--- src/rtl/codec_regs_pkg.sv ---
package codec_regs_pkg;
  // ----------------------------------------
  // Register addresses (7-bit, per page)
  // ----------------------------------------
  localparam logic [6:0] ADDR_PAGE_SELECT = 7'h00;
  localparam logic [6:0] ADDR_BYPASS_SELECT = 7'h6c;
  localparam logic [6:0] ADDR_DAC_CURRENT = 7'h6d;
  localparam logic [6:0] ADDR_RSVD_FIRST = 7'h6e;
  localparam logic [6:0] ADDR_COEF0_HIGH = 7'h01;
  localparam logic [6:0] ADDR_COEF0_LOW = 7'h02;
  localparam logic [6:0] ADDR_COEF1_HIGH = 7'h03;
  localparam logic [6:0] ADDR_COEF1_LOW = 7'h04;
  // ----------------------------------------
  // Field positions
  // ----------------------------------------
  localparam int BIT_SECOND_RIGHT = 6;
  localparam int BIT_FIRST_RIGHT = 4;
  localparam int BIT_SECOND_LEFT = 2;
  localparam int BIT_FIRST_LEFT = 0;
  localparam int DAC_ADJ_HI = 7;
  localparam int DAC_ADJ_LO = 6;
  localparam int BIT_PAGE = 0;
  localparam logic [7:0] BYPASS_WR_MASK = 8'h55;
  localparam logic [7:0] DAC_WR_MASK = 8'hc0;
  // ----------------------------------------
  // Reset values and encodings
  // ----------------------------------------
  localparam logic [7:0] RST_ZERO = 8'h00;
  localparam logic [7:0] RST_COEF0_HIGH = 8'h6b;
  localparam logic [7:0] RST_COEF0_LOW = 8'he3;
  localparam logic [7:0] RST_COEF1_HIGH = 8'h96;
  localparam logic [7:0] RST_COEF1_LOW = 8'h66;
  localparam logic [1:0] DAC_ADJ_DEFAULT = 2'h0;
  localparam logic [1:0] DAC_ADJ_PLUS50 = 2'h1;
  localparam logic [1:0] DAC_ADJ_RSVD = 2'h2;
  localparam logic [1:0] DAC_ADJ_PLUS100 = 2'h3;
endpackage

--- src/rtl/codec_bypass_page_coef_regs.sv ---
`timescale 1ns/1ps
// Operation
// - Right-plus bypass bits route each first/second input to right line output.
// - Left-plus bypass bits route each first/second input to left line output.
// - DAC current field: 00 default, 01 plus half, 11 double, 10 reserved.
// - Page 0 addresses 110 to 127 read zero; writes to them are ignored.
// - Page bit 0 selects page 0, 1 selects page 1; resets 0.
// - Page select lives at address 0 on both pages, same behaviour.
// - Coefficient is MSB and LSB concatenated as signed 16-bit value.
// - Coefficient zero resets to 6b e3.
// - Coefficient one resets to 96 66, at page 1 addresses 3 and 4.
module codec_bypass_page_coef_regs
  import codec_regs_pkg::*;
(
  input wire logic CLK,
  input wire logic RESETN,
  input wire logic CE,
  input wire logic WR_EN,
  input wire logic RD_EN,
  input wire logic [6:0] ADDR,
  input wire logic [7:0] WDATA,
  output logic [7:0] RDATA,
  output logic ACTIVE_PAGE,
  output logic SECOND_LINE_IN_RIGHT_PLUS_BYPASS,
  output logic FIRST_LINE_IN_RIGHT_PLUS_BYPASS,
  output logic SECOND_LINE_IN_LEFT_PLUS_BYPASS,
  output logic FIRST_LINE_IN_LEFT_PLUS_BYPASS,
  output logic BYPASS_SHORT_WARN,
  output logic [1:0] DAC_CURRENT_CODE,
  output logic [1:0] DAC_CURRENT_STEP,
  output logic signed [15:0] EFFECTS_COEF_ZERO,
  output logic signed [15:0] EFFECTS_COEF_ONE
);
  // ----------------------------------------
  // Storage
  // ----------------------------------------
  logic page_r;
  logic [7:0] bypass_r;
  logic [7:0] dac_r;
  logic [7:0] rdata_r;
  logic [7:0] rdata_nxt;
  logic [7:0] c0_hi;
  logic [7:0] c0_lo;
  logic [7:0] c1_hi;
  logic [7:0] c1_lo;
  logic wr;
  logic p0;
  logic p1;

  // Every write is qualified by the clock enable, so a frozen block ignores the bus
  assign wr = CE && WR_EN;
  assign p0 = (page_r == 1'b0);
  assign p1 = (page_r == 1'b1);

  // ----------------------------------------
  // Page select, visible at address 0 of either page
  // ----------------------------------------
  // Only bit 0 is stored, so upper reserved bits always read zero
  always_ff @(posedge CLK or negedge RESETN) begin
    if (!RESETN) begin
      page_r <= 1'b0;
    end else if (wr && ADDR == ADDR_PAGE_SELECT) begin
      page_r <= WDATA[BIT_PAGE];
    end
  end

  // ----------------------------------------
  // Page 0 control registers
  // ----------------------------------------
  // Reserved bits are not stored; a careless host cannot set them
  always_ff @(posedge CLK or negedge RESETN) begin
    if (!RESETN) begin
      bypass_r <= RST_ZERO;
      dac_r <= RST_ZERO;
    end else if (wr && p0) begin
      if (ADDR == ADDR_BYPASS_SELECT) bypass_r <= WDATA & BYPASS_WR_MASK;
      if (ADDR == ADDR_DAC_CURRENT) dac_r <= WDATA & DAC_WR_MASK;
    end
  end

  // ----------------------------------------
  // Page 1 coefficient pairs
  // ----------------------------------------
  coef_pair #(.RST_HIGH(RST_COEF0_HIGH), .RST_LOW(RST_COEF0_LOW)) u_coef0 (
    .clk(CLK),
    .resetn(RESETN),
    .ce(CE),
    .wr_high(WR_EN && p1 && ADDR == ADDR_COEF0_HIGH),
    .wr_low(WR_EN && p1 && ADDR == ADDR_COEF0_LOW),
    .wdata(WDATA),
    .high_rd(c0_hi),
    .low_rd(c0_lo),
    .coef(EFFECTS_COEF_ZERO)
  );
  coef_pair #(.RST_HIGH(RST_COEF1_HIGH), .RST_LOW(RST_COEF1_LOW)) u_coef1 (
    .clk(CLK),
    .resetn(RESETN),
    .ce(CE),
    .wr_high(WR_EN && p1 && ADDR == ADDR_COEF1_HIGH),
    .wr_low(WR_EN && p1 && ADDR == ADDR_COEF1_LOW),
    .wdata(WDATA),
    .high_rd(c1_hi),
    .low_rd(c1_lo),
    .coef(EFFECTS_COEF_ONE)
  );

  // ----------------------------------------
  // Read path, one cycle latency
  // ----------------------------------------
  // Unmapped and reserved addresses read zero
  always_comb begin
    rdata_nxt = RST_ZERO;
    if (ADDR == ADDR_PAGE_SELECT) begin
      rdata_nxt = {7'h00, page_r};
    end else if (p0) begin
      if (ADDR == ADDR_BYPASS_SELECT) rdata_nxt = bypass_r;
      else if (ADDR == ADDR_DAC_CURRENT) rdata_nxt = dac_r;
      else if (ADDR >= ADDR_RSVD_FIRST) rdata_nxt = RST_ZERO;
    end else begin
      case (ADDR)
        ADDR_COEF0_HIGH: rdata_nxt = c0_hi;
        ADDR_COEF0_LOW: rdata_nxt = c0_lo;
        ADDR_COEF1_HIGH: rdata_nxt = c1_hi;
        ADDR_COEF1_LOW: rdata_nxt = c1_lo;
        default: rdata_nxt = RST_ZERO;
      endcase
    end
  end

  // RDATA holds the last read, so a slow host may still take it a cycle late
  always_ff @(posedge CLK or negedge RESETN) begin
    if (!RESETN) begin
      rdata_r <= RST_ZERO;
    end else if (CE && RD_EN) begin
      rdata_r <= rdata_nxt;
    end
  end

  // ----------------------------------------
  // Decoded outputs
  // ----------------------------------------
  assign RDATA = rdata_r;
  assign ACTIVE_PAGE = page_r;
  assign SECOND_LINE_IN_RIGHT_PLUS_BYPASS = bypass_r[BIT_SECOND_RIGHT];
  assign FIRST_LINE_IN_RIGHT_PLUS_BYPASS = bypass_r[BIT_FIRST_RIGHT];
  assign SECOND_LINE_IN_LEFT_PLUS_BYPASS = bypass_r[BIT_SECOND_LEFT];
  assign FIRST_LINE_IN_LEFT_PLUS_BYPASS = bypass_r[BIT_FIRST_LEFT];
  // Flags the shorting hazard; the device does not block it
  assign BYPASS_SHORT_WARN = (bypass_r[BIT_SECOND_RIGHT] && bypass_r[BIT_FIRST_RIGHT]) ||
                             (bypass_r[BIT_SECOND_LEFT] && bypass_r[BIT_FIRST_LEFT]);
  assign DAC_CURRENT_CODE = dac_r[DAC_ADJ_HI:DAC_ADJ_LO];

  // Step 0 none, 1 plus half, 2 double; reserved code falls back to default
  always_comb begin
    case (dac_r[DAC_ADJ_HI:DAC_ADJ_LO])
      DAC_ADJ_DEFAULT: DAC_CURRENT_STEP = 2'h0;
      DAC_ADJ_PLUS50: DAC_CURRENT_STEP = 2'h1;
      DAC_ADJ_PLUS100: DAC_CURRENT_STEP = 2'h2;
      DAC_ADJ_RSVD: DAC_CURRENT_STEP = 2'h0;
      default: DAC_CURRENT_STEP = 2'h0;
    endcase
  end
endmodule

--- src/rtl/coef_pair.sv ---
`timescale 1ns/1ps
// One coefficient: MSB shadow, LSB commit into the live 16-bit value
module coef_pair
  import codec_regs_pkg::*;
#(
  parameter logic [7:0] RST_HIGH = 8'h00,
  parameter logic [7:0] RST_LOW = 8'h00
) (
  input wire logic clk,
  input wire logic resetn,
  input wire logic ce,
  input wire logic wr_high,
  input wire logic wr_low,
  input wire logic [7:0] wdata,
  output logic [7:0] high_rd,
  output logic [7:0] low_rd,
  output logic signed [15:0] coef
);
  logic [7:0] shadow_r;
  logic [7:0] low_r;
  logic signed [15:0] live_r;

  // Shadow holds the MSB until its LSB arrives
  always_ff @(posedge clk or negedge resetn) begin
    if (!resetn) begin
      shadow_r <= RST_HIGH;
      low_r <= RST_LOW;
    end else if (ce) begin
      if (wr_high) shadow_r <= wdata;
      if (wr_low) low_r <= wdata;
    end
  end

  // Filter sees only whole pairs, never a half update
  always_ff @(posedge clk or negedge resetn) begin
    if (!resetn) begin
      live_r <= {RST_HIGH, RST_LOW};
    end else if (ce && wr_low) begin
      live_r <= {shadow_r, wdata};
    end
  end

  assign high_rd = shadow_r;
  assign low_rd = low_r;
  assign coef = live_r;
endmodule

--- config.mk ---
export PLATFORM = sky130hd
export DESIGN_NAME = codec_bypass_page_coef_regs
export DESIGN_NICKNAME = d
export VERILOG_FILES = /design/src/rtl/codec_regs_pkg.sv /design/src/rtl/codec_bypass_page_coef_regs.sv /design/src/rtl/coef_pair.sv
export SDC_FILE = /design/constraint.sdc
export NUM_CORES = 1
export LEC_CHECK = 0
export BUFFER_PORTS_ARGS = -buffer_cell sky130_fd_sc_hd__buf_2
export CAP_MARGIN = 20
export CORE_UTILIZATION = 50
export DETAILED_ROUTE_END_ITERATION = 10
export GPL_TIMING_DRIVEN = 0
export PLACE_DENSITY = 0.75
export SYNTH_ARGS = -nofsm -noshare
export SYNTH_HDL_FRONTEND = slang
export SYNTH_SLANG_ARGS = --single-unit
--- constraint.sdc ---
create_clock -name CLK -period 1.92 [get_ports CLK]
set_clock_uncertainty 0.05 [all_clocks]
set_input_delay 0.384 -clock CLK [delete_from_list [all_inputs] [get_ports CLK]]
set_output_delay 0.384 -clock CLK [all_outputs]
set_load 0.01 [all_outputs]
== Word-level counts from Yosys, hierarchy flattened ==
Index checks and enable logic that the tools add are counted.
Operators by class
  eq/ne operators: 9
  multiplexer cells: 6
  reductions and logical operators: 23
  bitwise gates (word level): 1
Operator list (number)
  $mux 8: 4
  $pmux 8 s4: 1
  $eq 7x2->1 const B: 2
  $eq 7x7->1 const B: 2
  $logic_and 1x1->1: 13
  $reduce_and 2->1: 6
  $eq 7x1->1 const B: 1
  $eq 7x3->1 const B: 1
  $logic_not 7->1: 1
  $pmux 2 s3: 1
  $eq 2x2->1 const B: 2
  $eq 2x1->1 const B: 1
  $logic_not 2->1: 1
  $reduce_or 2->1: 1
  $logic_or 1x1->1: 1
  $not 1->1: 1
Storage, ports and cells
  logic and storage cells: 49
  bits in registers: 79
  output and inout bits: 50

== Depth between registers and ports, before layout ==
Gate-level depths: netlist of run 1.
  depth in word-level cells: 5
  mapped depth: 7

== Hierarchy ==
From an unflattened synthesis of run 1, not the netlist that was laid out.
Unflattened totals
  cells, all modules: 230
  area, all modules: 3154.3 um^2
Modules (own cells, without submodules)
  codec_bypass_page_coef_regs: cells an instance 112, area each 1108.6 um^2, instances 1, seq. area each 375.4 um^2
  coef_pair (u_coef0): cells an instance 59, area each 1024.7 um^2, instances 1, seq. area each 619.3 um^2
  coef_pair (u_coef1): cells an instance 59, area each 1021.0 um^2, instances 1, seq. area each 615.6 um^2

== Worst setup path after synthesis of run 1 ==
OpenSTA, ideal clock, no wires.
  path type: in2reg
  from: input port ADDR[6]
  to: register u_coef0.low_r[2], in the netlist u_coef0.low_rd[2]
  path slack: -0.050 ns
  library setup time: 0.125 ns
  stages: 5
  data arrival time: 1.795 ns
  path through: nor4_4 -> nand4_1 -> nor3_2 -> buf_6 -> mux2_2
On the way
  word-level cells in the longest chain between the ends: 3
RTL lines
  start: declaration: RTL line codec_bypass_page_coef_regs.sv:20  | input wire logic [6:0] ADDR,
  $eq 7x2->1: RTL line codec_bypass_page_coef_regs.sv:89  | .wr_low(WR_EN && p1 && ADDR == ADDR_COEF0_LOW),
  $logic_and 1x1->1: RTL line codec_bypass_page_coef_regs.sv:89
  $reduce_and 2->1 (no source line)
  end signal: assignment: RTL line coef_pair.sv:30  | if (wr_low) low_r <= wdata;
  end: declaration: RTL line coef_pair.sv:20  | logic [7:0] low_r;
Every way passes these cells.
A chain may end at the register's enable or synchronous reset.

== Final worst setup path of run 1 ==
  from: register page_r, in the netlist ACTIVE_PAGE
  to: register bypass_r[4]
On the way
  word-level cells in the longest chain between the ends: 3
RTL lines
  start: declaration: RTL line codec_bypass_page_coef_regs.sv:37  | logic page_r;
  start signal: assignment: RTL line codec_bypass_page_coef_regs.sv:63  | page_r <= WDATA[BIT_PAGE];
  $not 1->1: RTL line codec_bypass_page_coef_regs.sv:52  | assign p0 = (page_r == 1'b0);
  $logic_and 1x1->1: RTL line codec_bypass_page_coef_regs.sv:75  | end else if (wr && p0) begin
  $reduce_and 2->1 (no source line)
  end signal: assignment: RTL line codec_bypass_page_coef_regs.sv:76  | if (ADDR == ADDR_BYPASS_SELECT) bypass_r <= WDATA & BYPASS_WR_MASK;
  end: declaration: RTL line codec_bypass_page_coef_regs.sv:38  | logic [7:0] bypass_r;
Every way passes these cells.

==> results.sh, run 1 <==
export IMPL_hold_buffers=0
export IMPL_rr_endpoint="bypass_r[4]$_DFFE_PN0P_"
export IMPL_wl_met3_um=377
export IMPL_path_class="register to register"
export IMPL_clk_path_buf_depth=2
export IMPL_synth_edff_count=0
export IMPL_syn_inst=200
export IMPL_cp_data_arrival_time_ns=1.99
export IMPL_power_density_nw_per_um2=831
export IMPL_mostFrequentLayoutCells="71 x buf_2, 48 x mux2_2, 36 x dfrtp_1"
export IMPL_slew_viol_final=0
export IMPL_cp_data_required_time_ns=2.09
export IMPL_cts_tree="built"
export IMPL_port_buffers=67
export IMPL_dpl_hpwl_mm=4.63
export IMPL_antenna_found_initial=0
export IMPL_min_period_ns=1.83
export IMPL_clk_pin_slew_worst_paths_ns=0.07
export IMPL_synth_cell_types=37
export IMPL_rsz0062_at_grt="no"
export IMPL_die_w_um=78.0
export IMPL_layout_cells_non_filler=357
export IMPL_layout_nets=300
export IMPL_final_common_cell="buf_2"
export IMPL_routed_via_density=5.60
export IMPL_fp_dieH_um=78.0
export IMPL_num_vias=2000
export IMPL_worstRegToRegCells=3
export IMPL_diodes=0
export IMPL_wl_met2_mm=3.13
export IMPL_period_share_pct=95.1
export IMPL_hold_path_class="primary input to async pin"
export IMPL_fp_coreArea_um2=5540
export IMPL_path_max_fanout=5
export IMPL_ir_worst_vdd_mv=0.505
export IMPL_slew_headroom_pct=52.1
export IMPL_io_pins=70
export IMPL_place_ws_ns=-0.406
export IMPL_synth_area_um2=2890
export IMPL_initial_core_util_pct=52.2
export IMPL_power_leakage_nw=1.83
export IMPL_startpoint="ACTIVE_PAGE$_DFFE_PN0P_"
export IMPL_dr_pass1_iters=4
export IMPL_cts_root_buffer="clkbuf_8"
export IMPL_drtIter0Drc=145
export IMPL_endpoint_kind="register"
export IMPL_grt_usage_pct=23.3
export IMPL_critPathSlowestCell="or3_1"
export IMPL_place_inst=340
export IMPL_synth_ff_type="dfrtp_1"
export IMPL_cts_sinks=63
export IMPL_cts_buffers_inserted=9
export IMPL_max_freq_mhz=548
export IMPL_setup_slack_ns=0.0949
export IMPL_grt_pass1_vias=2031
export IMPL_top_layer_used="met4"
export IMPL_synth_avg_cell_area_um2=14.5
export IMPL_drc=0
export IMPL_grt_first_pass_wirelength_mm=10.6
export IMPL_start_kind="register"
export IMPL_ys_warnings_count=0
export IMPL_crit_family="simple AND/OR/NAND/NOR gates"
export IMPL_antenna_left=0
export IMPL_max_stage_delay_ns=0.45
export IMPL_maxCapViolCount=0
export IMPL_tightest_slew_ns=0.719
export IMPL_synth_seq_cells=63
export IMPL_rrSetupSlack_ns=0.09
export IMPL_crit_chain="or3_1 -> nor2_1 -> mux2_2"
export IMPL_drive_gt1_share_pct=64.2
export IMPL_die_area_um2=6090
export IMPL_r2r_start="ACTIVE_PAGE$_DFFE_PN0P_"
export IMPL_async_flop_share_pct=100
export IMPL_clock_insertion_delay_worst_skew_ns=0.34
export IMPL_yosysSeqAreaShare_pct=55.7
export IMPL_grt_max_degree=33
export IMPL_syn_to_final_growth_pct=25.1
export IMPL_hold_viol_final=0
export IMPL_wl_met1_mm=2.97
export IMPL_placementRows=27
export IMPL_synth_nets=220
export IMPL_grt_overflow=0
export IMPL_gp_congestion=0.843
export IMPL_status="finished clean"
export IMPL_path_buf_inv=0
export IMPL_setup_violations_final=0
export IMPL_wl_mm=6.61
export IMPL_wl_per_cell_um=18.5
export IMPL_cts_max_level=3
## worst register-to-register path, delay by kind of cell, from the launching register on
family | cells | cell delay (ns)
DFF | 1 | 0.44
muxes | 1 | 0.39
and+or+nand+nor | 2 | 0.84
## where the power goes
group	switching, W	leakage (nW)	internal, W
clock network	0.000520	0.126	0.000992
registers	0.0000102	0.780	0.00134
logic	0.0000983	0.919	0.0000474
## flip-flops by register name, indices dropped and copies added (netlist names)
register and flops:
dac_r 2, ACTIVE_PAGE 1, u_coef1.high_rd 8, u_coef0.coef 9, bypass_r 4, u_coef1.coef 16, u_coef0.low_rd 7, RDATA 8
u_coef0.high_rd 8
## worst max-delay path by stage
stage | end | slack [ns] | depth (start not counted)
floorplan | u_coef1.coef[0]$_DFFE_PN0P_ | 0.007 | 6
global placement | u_coef0.low_rd[3]$_DFFE_PN0P_ | -0.36 | 6
detailed placement | u_coef0.low_rd[3]$_DFFE_PN0P_ | -0.41 | 6
CTS | RDATA[3]$_DFFE_PN0P_ | 0.03 | 6
finish | bypass_r[4]$_DFFE_PN0P_ | 0.09 | 3
global route | u_coef0.high_rd[7]$_DFFE_PN0P_ | 0.02 | 5
## kinds of logic after synthesis
logic type,share of synthesized area [%]
compound gates,7.79
xor+xnor,0.303
buf+inv,2.55
flops,55.7
mux,26.0
simple gates,7.70
## layout make-up
class / count / area [µm²]
Buffer: 9 / 70.1
Clock buffer: 10 / 128
Clock inverter: 6 / 133
Fill cell: 429 / 1920
Inverter: 1 / 3.75
Multi-Input combinational cell: 127 / 1220
Sequential cell: 63 / 1610
Tap cell: 72 / 90.1
Timing Repair Buffer: 69 / 363
## per-stage QoR
step | area [µm²] | TNS, ns | power [W] | hold WS [ns] | utilization [%]
after detailed placement | 3350 | -13.16 | 0.00152 | 0.427 | 60.4
after global routing | 3620 | 0 | 0.00309 | 0.106 | 65.3
after floorplan | 2900 | 0 | 0.00143 | 0.0384 | -
final | 3620 | 0 | 0.00301 | 0.0509 | 65.3
after global placement | 3330 | -11.29 | 0.00151 | 0.438 | 60.0
after CTS | 3610 | 0 | 0.00302 | 0.0602 | 65.2
## repair_timing
action                     in CTS  in global routing
setup buffers                   1                  0
pin swaps                       1                  0
gates resized for setup         0                  1
setup endpoints to repair       6                  5
## Yosys cell counts, types with 4 or more instances
master   number  area [µm²]
dfstp_2      27         709
buf_2         4        20.0
a22o_1        4        35.0
mux2i_1       6        60.1
mux2_2       48         541
o21ai_0       4        20.0
mux2_4       10         150
dfrtp_1      36         901
nand2_1       5        18.8
## per-layer routing
layer	GRT usage, %	vias up
li1	-	915
met1	33.4	1007
met2	35.0	68
met3	3.72	10
met4	10.6	0
met5	0	-
Note: power is estimated with default switching activity, not from simulation.
==> run 2, diff against run 1 <==
- CORE_UTILIZATION: 50 -> 40
- PLACE_DENSITY: 0.75 -> unset
==> results.sh, run 2 (same netlist as run 1, synthesis figures left out) <==
export IMPL_cts_sinks=63
export IMPL_max_freq_mhz=541
export IMPL_initial_core_util_pct=41.9
export IMPL_cts_tree="built"
export IMPL_wl_mm=6.99
export IMPL_largest_reg_flops=16
export IMPL_clk_pin_slew_worst_paths_ns=0.07
export IMPL_die_area_um2=7570
export IMPL_max_stage_delay_ns=0.39
export IMPL_die_w_um=87.0
export IMPL_io_pins=70
export IMPL_min_period_ns=1.85
export IMPL_drc=0
export IMPL_placementRows=30
export IMPL_num_vias=2016
export IMPL_crit_chain="buf_2 -> nor4_4 -> nand2_2 -> or3_4 -> buf_6 -> buf_12 -> mux2_4"
export IMPL_fp_coreArea_um2=6910
export IMPL_antenna_left=0
export IMPL_maxCapViolCount=0
export IMPL_cp_data_required_time_ns=2.11
export IMPL_rr_endpoint="dac_r[6]$_DFFE_PN0P_"
export IMPL_drive_gt1_share_pct=64.4
export IMPL_status="finished clean"
export IMPL_syn_to_final_growth_pct=24.4
export IMPL_cts_max_level=3
export IMPL_cp_data_arrival_time_ns=2.04
export IMPL_drtIter0Drc=88
export IMPL_cts_buffers_inserted=9
export IMPL_slew_headroom_pct=48.6
export IMPL_worstRegToRegCells=3
export IMPL_fp_dieH_um=87.0
export IMPL_critPathSlowestCell="or3_4"
export IMPL_grt_usage_pct=19.7
export IMPL_grt_pass1_vias=2004
export IMPL_clock_insertion_delay_worst_skew_ns=0.35
export IMPL_layout_nets=299
export IMPL_path_class="primary input to register"
export IMPL_start_kind="primary input"
export IMPL_design_area_um2=3600
export IMPL_ir_worst_vdd_mv=0.351
export IMPL_dpl_hpwl_mm=4.66
export IMPL_wl_per_cell_um=18.4
export IMPL_dr_pass1_iters=4
export IMPL_hold_viol_final=0
export IMPL_power_leakage_nw=1.80
export IMPL_place_ws_ns=-0.436
export IMPL_rrSetupSlack_ns=0.08
export IMPL_endpoint_kind="register"
export IMPL_antenna_found_initial=0
export IMPL_period_share_pct=96.3
export IMPL_utilization_pct=52.1
export IMPL_mostFrequentLayoutCells="70 x buf_2, 48 x mux2_2, 36 x dfrtp_1"
export IMPL_gp_congestion=0.789
export IMPL_r2r_start="ACTIVE_PAGE$_DFFE_PN0P_"
export IMPL_cts_root_buffer="clkbuf_8"
export IMPL_grt_max_degree=64
export IMPL_clk_path_buf_depth=2
export IMPL_setup_violations_final=0
export IMPL_setup_slack_ns=0.0704
export IMPL_tightest_slew_ns=0.770
export IMPL_final_common_cell="buf_2"
export IMPL_routed_via_density=5.31
export IMPL_diodes=0
export IMPL_path_max_fanout=10
export IMPL_hold_path_class="primary input to async pin"
export IMPL_place_area_um2=3360
export IMPL_grt_overflow=0
export IMPL_power_density_nw_per_um2=770
export IMPL_port_buffers=67
export IMPL_grt_first_pass_wirelength_mm=10.7
export IMPL_slew_viol_final=0
## run 2: changes by cell type in the layout (fill, tap and decap cells not counted), sizes merged
cell / delta
bufinv: -2
clkbuf: +2
buf: -1
clkinv: +1
clkinvlp: -1
## run 2: repair_timing
action | 4_1_cts | 5_1_grt
setup buffers | 1 | 0
pin swaps | 1 | 2
endpoints found under the hold margin | 0 | 0
gates resized for setup | 1 | 3
hold buffers | 0 | 0
endpoints found under the setup margin | 12 | 15
## run 2: report_power, final
group | switching, W | internal (W) | total (W)
clock network | 0.000515 | 0.000763 | 0.00128
logic | 0.0000977 | 0.0000439 | 0.000142
registers | 0.0000103 | 0.00134 | 0.00135
## run 2: layout make-up
class | instances | area (µm²)
Buffer | 9 | 70.1
Clock buffer | 12 | 145
Timing Repair Buffer | 68 | 345
Fill cell | 642 | 3310
Clock inverter | 4 | 70.1
Inverter | 1 | 3.75
Sequential cell | 63 | 1610
Tap cell | 96 | 120
Multi-Input combinational cell | 127 | 1230
## run 2: worst max-delay path: cells and delay by family
kind / cells / cell delay, ns
multiplexers: 1 / 0.29
buffers and inverters: 3 / 0.44
AND/OR/NAND/NOR: 3 / 0.91
## run 2: worst max-delay path by stage
stage | start | depth (start not counted) | endpoint | slack [ns]
floorplan | ADDR[6] | 6 | u_coef1.coef[0]$_DFFE_PN0P_ | 0.007
global placement | ADDR[6] | 6 | u_coef0.low_rd[4]$_DFFE_PN0P_ | -0.42
detailed placement | ADDR[6] | 6 | u_coef0.low_rd[2]$_DFFE_PN0P_ | -0.44
CTS | ADDR[6] | 5 | u_coef0.high_rd[2]$_DFFE_PN0P_ | 0.02
global route | ADDR[4] | 7 | u_coef1.coef[4]$_DFFE_PN0P_ | -0.002
finish | ADDR[4] | 7 | u_coef1.coef[4]$_DFFE_PN0P_ | 0.07
## run 2: stage by stage
stage          hold slack (ns)  instances  setup TNS, ns  total power, W
2_1_floorplan           0.0384        200              0         0.00143
6_report                0.0610        380              0         0.00277
4_1_cts                 0.0986        380              0         0.00279
3_5_place_dp             0.445        363         -15.60         0.00151
5_1_grt                  0.135        380       -0.00241         0.00285
3_3_place_gp             0.439        363         -14.80         0.00151
## run 2: per-layer routing
metal / up-vias / GRT usage (%) / part of all wire, %
met4: 0 / 9.09 / 2.1
met1: 1007 / 27.3 / 46
met3: 17 / 4.08 / 6.5
met5: - / 0 / 0
met2: 77 / 29.7 / 45
li1: 915 / - / -
==> run 3, diff against run 2 <==
- CORE_UTILIZATION: 40 -> 53
- PLACE_DENSITY: unset -> 0.79
- clock period: 1.92 -> 1.8 ns (I/O delays scaled with it)
==> results.sh, run 3 (same netlist as run 1, synthesis figures left out) <==
export IMPL_dpl_hpwl_mm=4.44
export IMPL_hold_start="WDATA[3]"
export IMPL_cp_data_required_time_ns=1.98
export IMPL_cts_sinks=63
export IMPL_initial_core_util_pct=55.9
export IMPL_layout_nets=301
export IMPL_critPathSlowestCell="mux2_2"
export IMPL_largest_reg_flops=16
export IMPL_startpoint="ADDR[6]"
export IMPL_setup_violations_final=0
export IMPL_antenna_left=0
export IMPL_min_period_ns=1.74
export IMPL_port_buffers=67
export IMPL_grt_overflow=0
export IMPL_hold_path_class="primary input to register"
export IMPL_ir_worst_vdd_mv=0.562
export IMPL_routed_via_density=5.66
export IMPL_die_w_um=75.9
export IMPL_maxCapViolCount=0
export IMPL_cts_tree="built"
export IMPL_crit_family="simple AND/OR/NAND/NOR gates"
export IMPL_whs_path_depth=2
export IMPL_r2r_start="ACTIVE_PAGE$_DFFE_PN0P_"
export IMPL_die_area_um2=5750
export IMPL_drtIter0Drc=183
export IMPL_worstRegToRegCells=3
export IMPL_max_freq_mhz=574
export IMPL_final_common_cell="buf_2"
export IMPL_hold_path_end="u_coef1.coef[3]$_DFFE_PN0P_"
export IMPL_clock_insertion_delay_worst_skew_ns=0.35
export IMPL_clk_pin_slew_worst_paths_ns=0.07
export IMPL_mostFrequentLayoutCells="70 x buf_2, 40 x mux2_2, 36 x dfrtp_1"
export IMPL_endpoint_kind="register"
export IMPL_cts_max_level=3
export IMPL_cts_root_buffer="clkbuf_8"
export IMPL_num_vias=2014
export IMPL_slew_viol_final=0
export IMPL_grt_usage_pct=23.8
export IMPL_rr_endpoint="dac_r[7]$_DFFE_PN0P_"
export IMPL_rrSetupSlack_ns=0.11
export IMPL_drive_gt1_share_pct=66.4
export IMPL_period_share_pct=96.9
export IMPL_cp_data_arrival_time_ns=1.93
export IMPL_power_density_nw_per_um2=809
export IMPL_crit_chain="buf_2 -> nor4_4 -> nand4_1 -> nor3_4 -> buf_6 -> mux2_2"
export IMPL_grt_first_pass_wirelength_mm=9.52
export IMPL_path_class="primary input to register"
export IMPL_max_stage_delay_ns=0.35
export IMPL_fp_coreArea_um2=5170
export IMPL_clk_path_buf_depth=2
export IMPL_drc=0
export IMPL_tightest_slew_ns=0.666
export IMPL_path_max_fanout=10
export IMPL_start_kind="primary input"
export IMPL_diodes=0
export IMPL_utilization_pct=70.6
export IMPL_hold_viol_final=0
export IMPL_grt_max_degree=43
export IMPL_antenna_found_initial=0
export IMPL_syn_to_final_growth_pct=26.2
export IMPL_slew_headroom_pct=55.2
export IMPL_place_area_um2=3380
export IMPL_wl_per_cell_um=17.7
export IMPL_wl_mm=6.30
export IMPL_fp_dieH_um=75.9
export IMPL_placementRows=26
export IMPL_gp_congestion=0.864
export IMPL_grt_pass1_vias=1902
export IMPL_dr_pass1_iters=4
export IMPL_cts_buffers_inserted=9
export IMPL_power_leakage_nw=1.83
export IMPL_status="finished clean"
export IMPL_io_pins=70
export IMPL_path_buf_inv=2
export IMPL_design_area_um2=3650
==> run 3: through the flow <==
stage                     setup slack [ns]  total power (W)  setup TNS (ns)  cells  hold slack, ns
after floorplan                    -0.0889          0.00152          -0.921    200          0.0144
after global placement              -0.433          0.00161          -15.75    337           0.440
after detailed placement            -0.451          0.00162          -16.33    338           0.299
after CTS                           0.0206          0.00297               0    356           0.228
after global routing              -0.00827          0.00304         -0.0154    356           0.236
final                               0.0565          0.00295               0    356           0.236
==> run 3: worst max-delay path by stage <==
stage | to | slack, ns | cells after the start
6_report | u_coef0.low_rd[3]$_DFFE_PN0P_ | 0.06 | 6
5_1_grt | u_coef0.low_rd[2]$_DFFE_PN0P_ | -0.008 | 6
4_1_cts | u_coef1.coef[0]$_DFFE_PN0P_ | 0.02 | 7
3_5_place_dp | u_coef0.low_rd[3]$_DFFE_PN0P_ | -0.45 | 6
3_3_place_gp | u_coef0.low_rd[3]$_DFFE_PN0P_ | -0.43 | 6
2_1_floorplan | u_coef1.coef[0]$_DFFE_PN0P_ | -0.09 | 6
==> run 3: cell type report <==
class | instances | area (µm²)
Sequential cell | 63 | 1610
Inverter | 1 | 3.75
Buffer | 8 | 62.6
Fill cell | 370 | 1520
Timing Repair Buffer | 71 | 380
Clock inverter | 2 | 35.0
Clock buffer | 14 | 193
Tap cell | 70 | 87.6
Multi-Input combinational cell | 127 | 1280
==> run 3: power breakdown <==
part	internal [W]	total, W	switching (W)
clock	0.000826	0.00136	0.000530
combinational	0.0000538	0.000158	0.000104
sequential	0.00143	0.00144	0.0000102
total	0.00231	0.00295	0.000645
==> run 3: what timing repair did <==
| action | in CTS | in global routing |
|---|---|---|
| endpoints found under the setup margin | 9 | 23 |
| pin swaps | 1 | 1 |
| setup buffers | 1 | 1 |
| hold buffers | 1 | 0 |
| endpoints found under the hold margin | 17 | 0 |
| gates resized for setup | 0 | 8 |
==> run 3: routing by layer <==
layer | up-vias | global-route usage (%) | part of all wire, %
li1 | 918 | - | -
met5 | - | 0 | 0
met4 | 0 | 9.26 | 1.3
met1 | 1023 | 33.0 | 46
met3 | 9 | 6.61 | 4.8
met2 | 64 | 35.7 | 48
